==> src/rtl/asd_map.svh <==
/*
 * Bit positions, reset values and timing counts of the slow-down
 * input block. Included by the package and both design modules.
 */
`ifndef ASD_MAP_SVH
`define ASD_MAP_SVH

// Operation mode word
`define ASD_MODE_EN_BIT 8

// Environment word one
`define ASD_ENV_PAT_BIT 4
`define ASD_ENV_TYPE_BIT 5
`define ASD_ENV_POL_BIT 6
`define ASD_ENV_FLT_BIT 26

// Status words
`define ASD_SUB_LATCH_BIT 15
`define ASD_EXT_PIN_BIT 15
`define ASD_ERR_STOP_BIT 10
`define ASD_ERR_W 16
`define ASD_ERR_RST 16'h0000

// Recognition times in reference clock cycles
`define ASD_CNT_W 7
`define ASD_FLT_CYC 7'h50
`define ASD_NOFLT_CYC 7'h02
`define ASD_CNT_ZERO 7'h00
`define ASD_CNT_ONE 7'h01

`endif

==> src/rtl/asd_pkg.sv <==
/*
 * Types shared by the slow-down input block: axis handshake,
 * profile requests and the control state.
 * Assumes asd_map.svh is on the include path.
 */
`include "asd_map.svh"

package asd_pkg;

    // Signals from the axis pulse engine
    typedef struct packed {
        logic start_cmd;
        logic start_high;
        logic busy;
        logic at_low;
    } asd_axis_t;

    // Requests to the axis pulse engine
    typedef struct packed {
        logic slow_to_low;
        logic stop_req;
        logic start_inhibit;
        logic op_done;
    } asd_prof_t;

    typedef enum logic [2:0] {
        ASD_IDLE,
        ASD_RUN_CONST,
        ASD_RUN_HIGH,
        ASD_STOPPING,
        ASD_BLOCKED
    } asd_state_t;

endpackage : asd_pkg

==> src/rtl/asd_filter.sv <==
/*
 * Synchroniser, polarity conversion and width filter for the
 * slow-down pin. Assumes the pin may change at any time and that
 * the configuration inputs are steady while the axis runs.
 */
`timescale 1ns/1ps
`include "asd_map.svh"

module asd_filter import asd_pkg::*; (
    // Clock and reset
    input wire logic clk_sys,
    input wire logic rst,
    // Pin and configuration
    input wire logic pin,
    input wire logic pos_logic,
    input wire logic filter_on,
    // Conditioned levels
    output logic active_raw,
    output logic active
);

    logic meta;
    logic sync;
    logic lvl;
    logic [`ASD_CNT_W-1:0] cnt;
    logic [`ASD_CNT_W-1:0] limit;

    // Second flop alone reads the first
    always_ff @(posedge clk_sys) begin
        if (rst) begin
            meta <= 1'b0;
            sync <= 1'b0;
        end else begin
            meta <= pin;
            sync <= meta;
        end
    end

    assign lvl = pos_logic ? sync : ~sync;
    assign limit = filter_on ? `ASD_FLT_CYC : `ASD_NOFLT_CYC;

    always_ff @(posedge clk_sys) begin
        if (rst) begin
            active_raw <= 1'b0;
        end else begin
            active_raw <= lvl;
        end
    end

    // A new level must hold for limit cycles in a row; both edges are
    // filtered so a short glitch cannot release a stop either.
    always_ff @(posedge clk_sys) begin
        if (rst) begin
            cnt <= `ASD_CNT_ZERO;
            active <= 1'b0;
        end else if (lvl == active) begin
            cnt <= `ASD_CNT_ZERO;
        end else if (cnt == limit - `ASD_CNT_ONE) begin
            cnt <= `ASD_CNT_ZERO;
            active <= lvl;
        end else begin
            cnt <= cnt + `ASD_CNT_ONE;
        end
    end

    chk_filter_width:
    assert property (@(posedge clk_sys) disable iff (rst)
        (active != $past(active))
        |-> ($past(cnt) == $past(limit) - `ASD_CNT_ONE))
    else $error("filtered level changed before its hold time");

endmodule : asd_filter

==> src/rtl/asd_core.sv <==
/*
 * Slow-down input control of one pulse-train axis: conditions the
 * pin, keeps the latch, steers the speed profile and reports status.
 * Assumes an axis engine that raises busy in the cycle after
 * start_cmd, drops it when the axis stands, and flags at_low while
 * its output speed equals the low start speed.
 */
`timescale 1ns/1ps
`include "asd_map.svh"

module asd_core import asd_pkg::*; (
    // Clock and reset
    input wire logic clk_sys,
    input wire logic rst,
    // Configuration words
    input wire logic [31:0] environment_one_reg,
    input wire logic [15:0] op_mode,
    // External sensor
    input wire logic slow_down_input,
    // Axis engine and software clear
    input wire asd_axis_t axis,
    input wire logic err_clear,
    // Profile requests
    output asd_prof_t prof,
    // Status
    output logic sub_status_latch,
    output logic slow_down_pin_status,
    output logic [`ASD_ERR_W-1:0] error_cause_reg,
    output logic int_n
);

    logic en;
    logic pat_stop;
    logic latch_type;
    logic pin_act;
    logic act;
    logic live;
    logic latch;
    logic eff;
    logic stop_event;
    asd_state_t state;
    asd_state_t next_state;
    asd_prof_t next_prof;

    asd_filter u_filt (
        .clk_sys(clk_sys),
        .rst(rst),
        .pin(slow_down_input),
        .pos_logic(environment_one_reg[`ASD_ENV_POL_BIT]),
        .filter_on(environment_one_reg[`ASD_ENV_FLT_BIT]),
        .active_raw(pin_act),
        .active(act)
    );

    assign en = op_mode[`ASD_MODE_EN_BIT];
    assign pat_stop = environment_one_reg[`ASD_ENV_PAT_BIT];
    assign latch_type = environment_one_reg[`ASD_ENV_TYPE_BIT];
    assign live = en & act;

    // Latch: a fresh assertion wins over the clear at start
    always_ff @(posedge clk_sys) begin
        if (rst) begin
            latch <= 1'b0;
        end else if (!latch_type) begin
            latch <= 1'b0;
        end else if (live) begin
            latch <= 1'b1;
        end else if (axis.start_cmd) begin
            latch <= 1'b0;
        end
    end

    // Latched type also looks at the live level so the first cycle counts
    assign eff = en & (latch_type ? (latch | act) : act);

    assign stop_event = (state == ASD_STOPPING) && !axis.busy;

    always_comb begin
        next_state = state;
        case (state)
            ASD_IDLE, ASD_BLOCKED: begin
                if (axis.start_cmd) begin
                    if (pat_stop && latch_type && live) begin
                        next_state = ASD_BLOCKED;
                    end else if (axis.start_high) begin
                        next_state = ASD_RUN_HIGH;
                    end else begin
                        next_state = ASD_RUN_CONST;
                    end
                end
            end
            ASD_RUN_CONST: begin
                if (!axis.busy) begin
                    next_state = ASD_IDLE;
                end else if (pat_stop && eff) begin
                    next_state = ASD_STOPPING;
                end
            end
            ASD_RUN_HIGH: begin
                if (!axis.busy) begin
                    next_state = ASD_IDLE;
                end else if (pat_stop && eff && axis.at_low) begin
                    next_state = ASD_STOPPING;
                end
            end
            ASD_STOPPING: begin
                if (!axis.busy) begin
                    next_state = ASD_IDLE;
                end
            end
            default: begin
                next_state = ASD_IDLE;
            end
        endcase
    end

    always_ff @(posedge clk_sys) begin
        if (rst) begin
            state <= ASD_IDLE;
        end else begin
            state <= next_state;
        end
    end

    // Constant-speed runs get no slow request until they stop: a non-stopping
    // pattern ignores the input there, a stopping one goes straight
    // to a stop.
    always_comb begin
        next_prof.slow_to_low = 1'b0;
        next_prof.stop_req = 1'b0;
        next_prof.start_inhibit = 1'b0;
        next_prof.op_done = 1'b0;
        case (state)
            ASD_RUN_HIGH: begin
                next_prof.slow_to_low = eff;
            end
            ASD_STOPPING: begin
                next_prof.slow_to_low = 1'b1;
                next_prof.stop_req = axis.busy;
                next_prof.op_done = !axis.busy;
            end
            default: begin
                next_prof.slow_to_low = 1'b0;
            end
        endcase
        next_prof.start_inhibit = (next_state == ASD_BLOCKED);
    end

    always_ff @(posedge clk_sys) begin
        if (rst) begin
            prof <= '0;
        end else begin
            prof <= next_prof;
        end
    end

    // Stop cause and interrupt; a new stop wins over software's clear
    always_ff @(posedge clk_sys) begin
        if (rst) begin
            error_cause_reg <= `ASD_ERR_RST;
        end else if (stop_event) begin
            error_cause_reg[`ASD_ERR_STOP_BIT] <= 1'b1;
        end else if (err_clear) begin
            error_cause_reg[`ASD_ERR_STOP_BIT] <= 1'b0;
        end
    end

    always_ff @(posedge clk_sys) begin
        if (rst) begin
            int_n <= 1'b1;
        end else if (stop_event) begin
            int_n <= 1'b0;
        end else if (err_clear) begin
            int_n <= 1'b1;
        end
    end

    always_ff @(posedge clk_sys) begin
        if (rst) begin
            sub_status_latch <= 1'b0;
            slow_down_pin_status <= 1'b0;
        end else begin
            sub_status_latch <= latch;
            slow_down_pin_status <= pin_act;
        end
    end

    chk_latch_cause:
    assert property (@(posedge clk_sys) disable iff (rst)
        $rose(latch) |-> $past(live))
    else $error("latch set without an enabled active input");

    chk_disabled_quiet:
    assert property (@(posedge clk_sys) disable iff (rst)
        (!en && state == ASD_RUN_HIGH) |=> !prof.slow_to_low)
    else $error("slow request while input disabled");

    chk_const_ignore:
    assert property (@(posedge clk_sys) disable iff (rst)
        (state == ASD_RUN_CONST) |=> !prof.slow_to_low)
    else $error("slow request during constant-speed feed");

    chk_level_slow:
    assert property (@(posedge clk_sys) disable iff (rst)
        (state == ASD_RUN_HIGH && !latch_type && live) |=> prof.slow_to_low)
    else $error("high-speed run not slowed by active input");

    chk_level_release:
    assert property (@(posedge clk_sys) disable iff (rst)
        (state == ASD_RUN_HIGH && !latch_type && !act) |=> !prof.slow_to_low)
    else $error("level mode did not re-accelerate on release");

    chk_latch_hold:
    assert property (@(posedge clk_sys) disable iff (rst)
        (state == ASD_RUN_HIGH && latch_type && latch && en)
        |=> prof.slow_to_low)
    else $error("latched mode left the low speed");

    chk_const_stop:
    assert property (@(posedge clk_sys) disable iff (rst)
        (state == ASD_RUN_CONST && axis.busy && pat_stop && live)
        |=> (state == ASD_STOPPING) ##1 prof.stop_req || prof.op_done)
    else $error("constant-speed run not stopped by active input");

    chk_stop_done:
    assert property (@(posedge clk_sys) disable iff (rst)
        stop_event |=> prof.op_done ##1 !prof.op_done)
    else $error("stop did not complete as a single pulse");

    chk_int_cause:
    assert property (@(posedge clk_sys) disable iff (rst)
        prof.op_done |-> (!int_n && error_cause_reg[`ASD_ERR_STOP_BIT]))
    else $error("stop completed without interrupt and cause");

    chk_block_start:
    assert property (@(posedge clk_sys) disable iff (rst)
        (axis.start_cmd && state == ASD_IDLE && pat_stop && latch_type && live)
        |=> (prof.start_inhibit && !prof.op_done))
    else $error("start not blocked by active latched input");

    chk_latch_clear:
    assert property (@(posedge clk_sys) disable iff (rst)
        !latch_type |=> !latch)
    else $error("latch not cleared by level type");

    chk_latch_report:
    assert property (@(posedge clk_sys) disable iff (rst)
        ##1 (sub_status_latch == $past(latch)))
    else $error("latch status bit does not follow the latch");

    chk_pin_report:
    assert property (@(posedge clk_sys) disable iff (rst)
        ##1 (slow_down_pin_status == $past(pin_act)))
    else $error("pin status bit does not follow the input");

    chk_disabled_latch:
    assert property (@(posedge clk_sys) disable iff (rst)
        (!en && !latch) |=> !latch)
    else $error("latch set while input disabled");

    chk_high_stop:
    assert property (@(posedge clk_sys) disable iff (rst)
        (state == ASD_RUN_HIGH && axis.busy && pat_stop && eff
        && axis.at_low) |=> (state == ASD_STOPPING))
    else $error("high-speed run not stopped at low speed");

    chk_stop_request:
    assert property (@(posedge clk_sys) disable iff (rst)
        (state == ASD_STOPPING && axis.busy) |=> prof.stop_req)
    else $error("no stop request while stopping");

    chk_stop_slow:
    assert property (@(posedge clk_sys) disable iff (rst)
        (state == ASD_STOPPING) |=> prof.slow_to_low)
    else $error("stopping axis not held at low speed");

    chk_idle_quiet:
    assert property (@(posedge clk_sys) disable iff (rst)
        (state == ASD_IDLE && !axis.start_cmd)
        |=> (!prof.stop_req && !prof.op_done))
    else $error("stop or completion while idle");

    chk_stop_int:
    assert property (@(posedge clk_sys) disable iff (rst)
        stop_event |=> !int_n)
    else $error("slow-down stop without interrupt");

    chk_int_release:
    assert property (@(posedge clk_sys) disable iff (rst)
        (err_clear && !stop_event) |=> int_n)
    else $error("interrupt not released by clear");

    chk_inhibit_hold:
    assert property (@(posedge clk_sys) disable iff (rst)
        (state == ASD_BLOCKED && !axis.start_cmd) |=> prof.start_inhibit)
    else $error("blocked start released without a new start");

    chk_run_allowed:
    assert property (@(posedge clk_sys) disable iff (rst)
        (state == ASD_RUN_HIGH || state == ASD_RUN_CONST)
        |=> !prof.start_inhibit)
    else $error("start inhibited during a run");

    chk_start_clear:
    assert property (@(posedge clk_sys) disable iff (rst)
        (axis.start_cmd && !live) |=> !latch)
    else $error("latch not cleared at start with input inactive");

    chk_latch_set:
    assert property (@(posedge clk_sys) disable iff (rst)
        (latch_type && live) |=> latch)
    else $error("latched type did not latch the input");

    chk_stop_cause:
    assert property (@(posedge clk_sys) disable iff (rst)
        stop_event |=> error_cause_reg[`ASD_ERR_STOP_BIT])
    else $error("slow-down stop without cause bit");

endmodule : asd_core

==> config.mk <==
export PLATFORM = sky130hd
export DESIGN_NAME = asd_core
export DESIGN_NICKNAME = d
export VERILOG_FILES = /design/src/rtl/asd_pkg.sv /design/src/rtl/asd_filter.sv /design/src/rtl/asd_core.sv
export VERILOG_INCLUDE_DIRS = /design/src /design/src/rtl
export SDC_FILE = /design/constraint.sdc
export NUM_CORES = 1
export LEC_CHECK = 0
export BUFFER_PORTS_ARGS = -buffer_cell sky130_fd_sc_hd__buf_4
export CORE_UTILIZATION = 41
export CTS_BUF_LIST = sky130_fd_sc_hd__clkbuf_8 sky130_fd_sc_hd__clkbuf_16
export CTS_CLUSTER_DIAMETER = 80
export DETAILED_ROUTE_END_ITERATION = 8
export PLACE_DENSITY = 0.81
export SLEW_MARGIN = 20
export SYNTH_ARGS = -nofsm -noshare
export SYNTH_HDL_FRONTEND = slang
export SYNTH_SLANG_ARGS = --single-unit
==> constraint.sdc <==
create_clock -name clk_sys -period 3.02 [get_ports clk_sys]
set_input_delay 0.604 -clock clk_sys [delete_from_list [all_inputs] [get_ports clk_sys]]
set_output_delay 0.604 -clock clk_sys [all_outputs]
set_load 0.01 [all_outputs]
==> results_dict.tcl, run 1 <==
set metrics [dict create \
    rsz0062_at_grt "false" \
    arrival_ns 1.73 \
    final_cell_mix "dfxtp_1 (23), buf_4 (20), nor2_1 (15), conb_1 (15), nor2b_1 (6)" \
    drt-vias-per-instance 4.69 \
    pin_count 79 \
    final_common_cell "dfxtp_1" \
    numPortBuffers 20 \
    vdd_ir_drop_max_mv 0.317 \
    synth_area_sq_um 1010 \
    syn_inst 107 \
    fp.dieW_um 51.6 \
    p_per_area_nw_per_um2 477 \
    min_path_type "reg2reg" \
    grt.total_usage_pct 13.3 \
    start_util_pct 44.7 \
    wl_per_cell_um 10.5 \
    yosys_register_bits 23 \
    place_congestion 0.810 \
    setup_viol 0 \
    cts_setup_buffers 0 \
    cts_max_path_buffers 2 \
    grt_max_degree 16 \
    cts_made_buffers 3 \
    ys_seq_area_share_pct 45.7 \
    cts_hold_buf 0 \
    r2r-end "u_filt.active" \
    antenna_found_initial 0 \
    layout.cells.non_filler 157 \
    drt_iter0_markers 10 \
    endpoint_kind "flip-flop" \
    clock_tree.root_cell "clkbuf_8" \
    drive_above_1_share_pct 23.3 \
    seq_area_sq_um 460 \
    top_register "u_filt.cnt" \
    combPwrFrac_pct 10.5 \
    whs_path_depth 1 \
    crit_type "reg2reg" \
    antenna_cells 0 \
    rrSetupSlack_ns 1.44 \
    clock_skew_ns 0.00524 \
    power.internal_mw 0.432 \
    dp_cells 153 \
    fin_crit_sh_pct 52.3 \
    pwr-share-seq_pct 57.3 \
    reg2reg_from "u_filt.cnt[2]" \
    cts.sinks 23 \
    rows 17 \
    ys_types 31 \
    grt_first_pass_wirelength_mm 2.55 \
    p_switching_mw 0.128 \
    async_reset_ff_share_pct 0 \
    drc 0 \
    syn_area_per_cell_sq_um 9.41 \
    dr.pass1.iters 4 \
    core_sq_um 2250 \
    synth-edff-count 0 \
    die-height_um 51.6 \
    whs_ns 0.452 \
    ant_nets 0 \
    final_util_pct 52.1 \
    grt_pass1_vias 680 \
    num_vias 736 \
    post-place-ws_ns 1.19 \
    cellLeakagePower_nw 0.518 \
    multi_input_area_sq_um 472 \
    die-area_sq_um 2660 \
    maxCapViolCount 0 \
    hold_viol_final 0 \
    hpwl_mm 1.31 \
    fmax_mhz 633 \
    grt_overflow_total 0 \
    cp-endpoint "u_filt.active" \
    crit_path_max_fanout 5 \
    cts_tree "done" \
    n_fill_cell 232 \
    tns_ns 0 \
    wirelength_mm 1.64 \
    nNetsFinal 187 \
    worstPathRequired_ns 3.17 \
    largest_reg_flops 7 \
    status "finished clean" \
    clkPwrFrac_pct 32.2 \
    final-max-slew-violation-count 0 \
    top_regs "u_filt.cnt (7), prof (4), state (3)" \
    synth_warnings 0 \
    startpoint_type "flip-flop" \
    reg2reg_depth 4 \
    yosys_most_used_dff "dfxtp_1" \
    sw_frac_of_total_pct 22.9 \
    worst_slack_ns 1.44 \
    htreeDepth 1 \
    min_period_ns 1.58 \
    clk_latency_ns 0.25 \
    syn2layout_area_growth_pct 16.6 \
    cts.repair.resized 0 \
    clk_pin_slew_ns 0.08 \
    startpoint "u_filt.cnt[2]" \
]
==> logic make-up (layout without fill, tap and decap cells) <==
family          count (synthesis)  count (layout)  share of synthesized area, %
simple gates                   43              43                          22.6
flops                          23              23                          45.7
buf+inv                        19              27                          12.7
compound gates                 12              12                          8.45
xor+xnor                        7               7                          7.45
fa+ha+maj                       1               1                          1.24
other cells                     1              15                         0.372
mux                             1               1                          1.49
==> layer usage <==
metal | track usage (%) | share of wire, % | vias to the layer above | routed length, um
met4 | 5.41 | 0.55 | 0 | 9
met5 | 0 | 0 | - | 0
met3 | 2.63 | 5.9 | 2 | 96
met1 | 13.1 | 41 | 336 | 679
met2 | 26.4 | 52 | 19 | 855
li1 | - | - | 379 | -
==> synth_stat cells, types with 2 or more instances <==
master	n	area (sq um)
nor2b_1	6	37.5
nand4_1	4	25.0
dfxtp_1	23	460
nor3_1	2	10.0
or4_1	2	15.0
nor2_1	15	56.3
nand3_1	2	10.0
buf_4	15	113
nor3b_1	3	22.5
inv_1	3	11.3
xor2_1	5	43.8
nand2_1	5	18.8
a21oi_1	4	20.0
==> worst max-delay path: stages, from the launching register on <==
cell     delay [ns]
dfxtp_1        0.35
or4_1          0.54
o22ai_2        0.17
nand3_2        0.11
mux2_4         0.31
==> power by group through the flow <==
stage	logic [mW]	clock network [mW]	registers, mW
final	0.0590	0.180	0.321
after global routing	0.0660	0.205	0.322
after CTS	0.0591	0.190	0.321
after detailed placement	0.0589	0	0.328
after global placement	0.0575	0	0.327
after floorplan	0.0500	0	0.327
==> worst min-delay path by stage <==
stage	slack (ns)	start	end
2_1_floorplan	0.41	u_filt.active_raw	slow_down_pin_status
3_5_place_dp	0.43	u_filt.meta	u_filt.sync
5_1_grt	0.47	u_filt.meta	u_filt.sync
4_1_cts	0.46	u_filt.meta	u_filt.sync
3_3_place_gp	0.42	u_filt.active_raw	slow_down_pin_status
6_report	0.45	u_filt.meta	u_filt.sync
==> cell type report <==
type / count / share of cell area (%)
inverters: 3 / 0.958
multi-input cells: 79 / 40.1
flip-flops and latches: 23 / 39.2
clock buffers: 3 / 3.51
repair buffers: 20 / 12.8
clock inverters: 1 / 0.426
well taps: 28 / 2.98
==> per-stage QoR <==
step | instance area [sq um] | power (mW)
finish | 1170 | 0.560
global route | 1170 | 0.594
CTS | 1170 | 0.570
detailed placement | 1130 | 0.387
global placement | 1130 | 0.385
floorplan | 1060 | 0.377
Note: power is estimated with default switching activity, not from simulation.
==> inputs of run 2 (changes only) <==
ABC_AREA = 1   (was not set)
CORE_UTILIZATION = 36   (was 41)
PLACE_DENSITY = 0.73   (was 0.81)
clock period = 1.3 ns   (was 3.02 ns; I/O delays follow)
==> run 2 against run 1 <==
Effect of this change:
- the flow now finishes with violations (design-rule violations)
- cell count rose by 22%
- hold slack got worse by 0.26 ns
- register-to-register slack got worse by 1.3 ns
- setup slack got worse by 1.3 ns
- clock power rose by 130%
- sequential power rose by 130%
- combinational power rose to 2.9 times the previous value
- highest routed layer unchanged
==> results_dict.tcl, run 2 <==
set metrics [dict create \
    drive_above_1_share_pct 25.5 \
    layout.cells.non_filler 192 \
    grt_pass1_vias 734 \
    arrival_ns 1.32 \
    startpoint_type "flip-flop" \
    num_vias 799 \
    cts_setup_buffers 0 \
    hold_viol_final 0 \
    multi_input_area_sq_um 494 \
    dr.pass1.iters 6 \
    die-area_sq_um 3230 \
    startpoint "u_filt.cnt[1]" \
    synth_warnings 0 \
    rrSetupSlack_ns 0.14 \
    endpoint_kind "flip-flop" \
    drt_iter0_markers 29 \
    cts_hold_buf 0 \
    crit_path_max_fanout 4 \
    fin_crit_sh_pct 89.4 \
    fmax_mhz 860 \
    grt_max_degree 13 \
    ys_seq_area_share_pct 42.5 \
    final_cell_mix "nor2_1 (23), dfxtp_1 (23), nand2_1 (21), buf_4 (21), inv_1 (16)" \
    violations "design-rule violations" \
    reg2reg_from "u_filt.cnt[1]" \
    cts_max_path_buffers 2 \
    setup_viol 0 \
    core_sq_um 2810 \
    synth_top_area_cell "dfxtp_1" \
    antenna_cells 0 \
    clk_pin_slew_ns 0.07 \
    place_congestion 0.729 \
    clock_skew_ns 0.00110 \
    ys_types 26 \
    grt_overflow_total 0 \
    cts.repair.resized 0 \
    top_regs "u_filt.cnt (7), prof (4), state (3)" \
    fp.dieW_um 56.8 \
    clk_latency_ns 0.26 \
    synth_top_cell_area_share_pct 42.5 \
    seq_area_sq_um 460 \
    wirelength_mm 1.66 \
    crit_type "reg2reg" \
    largest_reg_flops 7 \
    synth-edff-count 0 \
    syn_area_per_cell_sq_um 7.84 \
    pin_count 79 \
    status "finished, violations left" \
    drt-vias-per-instance 4.16 \
    cellLeakagePower_nw 0.600 \
    vdd_ir_drop_max_mv 0.349 \
    antenna_found_initial 0 \
    syn2layout_area_growth_pct 16.3 \
    cts.sinks 23 \
    top_register "u_filt.cnt" \
    n_fill_cell 280 \
    syn_inst 138 \
    dp_cells 188 \
    start_util_pct 38.6 \
    grt.total_usage_pct 11.7 \
    worstPathRequired_ns 1.46 \
    rsz0062_at_grt "false" \
    rows 19 \
    netlist_top_cells_count "dfxtp_1 (23), nor2_1 (23), nand2_1 (21)" \
    htreeDepth 1 \
    wl_per_cell_um 8.63 \
    cts_made_buffers 3 \
    tns_ns 0 \
    holdCritStartpoint "err_clear" \
    maxCapViolCount 0 \
    whs_ns 0.190 \
    grt_first_pass_wirelength_mm 2.93 \
    numPortBuffers 20 \
    nNetsFinal 219 \
    hpwl_mm 1.25 \
    synth_area_sq_um 1080 \
    p_per_area_nw_per_um2 1060 \
    clock_tree.root_cell "clkbuf_8" \
    die-height_um 56.8 \
    async_reset_ff_share_pct 0 \
    drc 4 \
    yosys_register_bits 23 \
    yosys_most_used_dff "dfxtp_1" \
    final-max-slew-violation-count 0 \
    cts_tree "done" \
    ant_nets 0 \
    min_path_type "in2reg" \
    ys_top_cells_by_area "dfxtp_1 (43%), buf_4 (10%), nor2_1 (8.0%)" \
    min_period_ns 1.16 \
]
[run 2: per-stage QoR]
stage	instance area, sq um	utilization [%]	setup WS, ns	total power, mW
2_1_floorplan	1130	-	0.230	0.902
3_3_place_gp	1210	43.3	0.157	0.926
3_5_place_dp	1210	43.3	0.146	0.928
4_1_cts	1260	44.9	0.117	1.35
5_1_grt	1260	44.9	0.0540	1.41
6_report	1260	44.9	0.137	1.33
[run 2: kinds of logic (layout without fill, tap and decap cells)]
logic type               count (synthesis)  count (layout)  share of synthesized area, %
AND/OR/NAND/NOR                         67              67                          30.3
AO/OA/AOI/OAI                            9               9                          4.97
other                                    1              15                         0.346
buffers and inverters                   32              41                          16.6
flip-flops                              23              23                          42.5
XOR/XNOR                                 5               5                          4.05
adder cells (fa/ha/maj)                  1               1                          1.16
[run 2: metal layers]
metal  global-route usage, %  wire (um)  vias to the layer above
met5                       0          0                        -
met4                    7.32         19                        0
met2                    19.9        784                       22
met3                    1.38         69                        2
li1                        -          -                      439
met1                    14.0        783                      336
[run 2: where the power goes]
group | leakage, nW | internal, mW | total, mW | switching (mW)
Combinational | 0.386 | 0.0699 | 0.170 | 0.100
Clock | 0.0269 | 0.210 | 0.417 | 0.207
Sequential | 0.187 | 0.726 | 0.741 | 0.0147
Total | 0.600 | 1.01 | 1.33 | 0.322
[run 2: layout make-up]
cell class	count	share of cell area (%)
inverter	16	4.97
multi-input combinational	97	39.3
clock buffer	3	3.28
tap	31	3.08
timing repair buffer	21	12.5
sequential	23	36.6
clock inverter	1	0.298
[run 2: worst paths after layout]
path / to / cells past startpoint
min: error_cause_reg[10] / 2
min reg2reg: u_filt.sync / 2
max: u_filt.cnt[6] / 5
max reg2reg: u_filt.cnt[6] / 5
[run 2: critical path, cell delays in order (launching register included)]
cell	delay, ns
dfxtp_1	0.39
ha_1	0.21
nand3_1	0.12
nor2_1	0.15
xnor2_1	0.14
nor2_2	0.05
==> inputs of run 3 (changes only) <==
ABC_AREA = not set   (was 1)
CORE_UTILIZATION = 35   (was 36)
==> run 3 against run 2 <==
Effect of this change:
- the run ends with negative setup slack left
- critical path depth fell by 1
- clock-buffer cell count did not move
- sequential share of layout area fell by 0.30 points
- first-iteration DRC count fell by 28%
- maximum frequency fell by 22%
- register-to-register slack got worse by 0.33 ns
- critical path type unchanged
- largest cell class unchanged
- highest routed layer unchanged
==> results_dict.tcl, run 3 (synthesized netlist as in run 1, its figures left out) <==
set metrics [dict create \
    arrival_ns 1.65 \
    syn2layout_area_growth_pct 26.3 \
    cellLeakagePower_nw 0.567 \
    wirelength_mm 1.84 \
    die-area_sq_um 3100 \
    min_path_type "in2reg" \
    nNetsFinal 196 \
    maxCapViolCount 0 \
    final_cell_mix "buf_4 (29), dfxtp_1 (22), nor2_1 (15), conb_1 (15), nor2b_1 (6)" \
    tns_ns -1.11 \
    setup_viol 7 \
    crit_type "reg2reg" \
    rows 19 \
    top_regs "u_filt.cnt (7), prof (4), state (3)" \
    worst_slack_ns -0.196 \
    whs_ns 0.175 \
    cts_made_buffers 3 \
    core_sq_um 2730 \
    place_area_sq_um 1190 \
    fmax_mhz 668 \
    grt_pass1_vias 782 \
    endpoint_kind "flip-flop" \
    clock_skew_ns 0.00284 \
    top_register "u_filt.cnt" \
    clk_pin_slew_ns 0.08 \
    numPortBuffers 20 \
    dr.pass1.iters 4 \
    grt_max_degree 15 \
    drt-vias-per-instance 4.69 \
    ant_nets 0 \
    antenna_cells 0 \
    p_total_mw 1.34 \
    antenna_found_initial 0 \
    post-place-ws_ns -0.181 \
    p_per_area_nw_per_um2 1050 \
    final_common_cell "buf_4" \
    hold_viol_final 0 \
    cpMaxStageDelayCell "or4_4" \
    rsz0062_at_grt "true" \
    startpoint_type "flip-flop" \
    stdcell_area_sq_um 1270 \
    violations "negative setup slack" \
    drt_iter0_markers 21 \
    hpwl_mm 1.38 \
    slowest_delay_ns 0.54 \
    drive_above_1_share_pct 30.4 \
    crit_path_max_fanout 2 \
    clock_tree.root_cell "clkbuf_8" \
    largest_reg_flops 7 \
    grt_overflow_total 0 \
    pin_count 79 \
    final-max-slew-violation-count 0 \
    clk_latency_ns 0.26 \
    worstPathRequired_ns 1.45 \
    cts_tree "done" \
    status "finished, violations left" \
    cts_max_path_buffers 2 \
    place_congestion 0.781 \
    htreeDepth 1 \
    grt.total_usage_pct 12.9 \
    min_period_ns 1.50 \
    wl_per_cell_um 10.9 \
    grt_first_pass_wirelength_mm 3.15 \
    drc 0 \
    crit_path_cell_trace "or4_4 > o22ai_4 > nand3_2 > mux2_4" \
    die-height_um 55.6 \
    cts.sinks 23 \
    n_fill_cell 259 \
    fp.dieW_um 55.6 \
    num_vias 792 \
    vdd_ir_drop_max_mv 0.993 \
    start_util_pct 36.8 \
    fin_crit_sh_pct 115 \
]
## run 3: changes by cell type in the layout (fill, tap and decap cells not counted), sizes merged, moves of 4 or more
cell,change
nand2,-19
buf,+8
nor2b,+6
nor2,-17
inv,-14
nand3,-4
## run 3: worst paths after layout
path                 startpoint            end  slack, ns  cells past startpoint
setup / recovery  u_filt.cnt[6]  u_filt.active      -0.20                      4
hold / removal          axis[1]        prof[0]       0.18                      2
setup reg to reg  u_filt.cnt[6]  u_filt.active      -0.20                      4
hold reg to reg     u_filt.meta    u_filt.sync       0.44                      1
## run 3: final cells by class
class                           count  area [sq um]  area share (%)
Timing Repair Buffer               29           218            17.1
Clock buffer                        3          41.3            3.24
Tap cell                           31          38.8            3.05
Inverter                            3          11.3           0.885
Multi-Input combinational cell     79           497            39.0
Clock inverter                      1          5.00           0.393
Sequential cell                    23           462            36.3
## run 3: metrics by stage
stage / instances / util (%)
2_1_floorplan: 121 / -
3_3_place_gp: 164 / 43.6
3_5_place_dp: 164 / 43.6
4_1_cts: 169 / 46.5
5_1_grt: 169 / 46.5
6_report: 169 / 46.5
## run 3: routing by layer
metal  vias up  track usage, %  share of wire, %
met5         -               0                 0
met4         0            2.14              0.33
met3         3            6.05               7.4
met2        24            23.4                51
met1       369            13.6                41
li1        396               -                 -
## run 3: timing repair
action,in CTS,in global routing
buffers inserted,1,0
resized for setup,5,0
pin swaps,1,1
hold buffers,0,0
setup endpoints to repair,10,8
## run 3: worst max-delay path, delay by kind of cell (launching register included)
family / cells / cell delay, ns
compound gates: 1 / 0.13
flops: 1 / 0.33
mux: 1 / 0.30
simple gates: 2 / 0.63
## run 3: power breakdown
group	total, mW	switching [mW]	internal [mW]
clock	0.432	0.219	0.214
sequential	0.740	0.0144	0.726
combinational	0.170	0.0849	0.0849
total	1.34	0.318	1.02
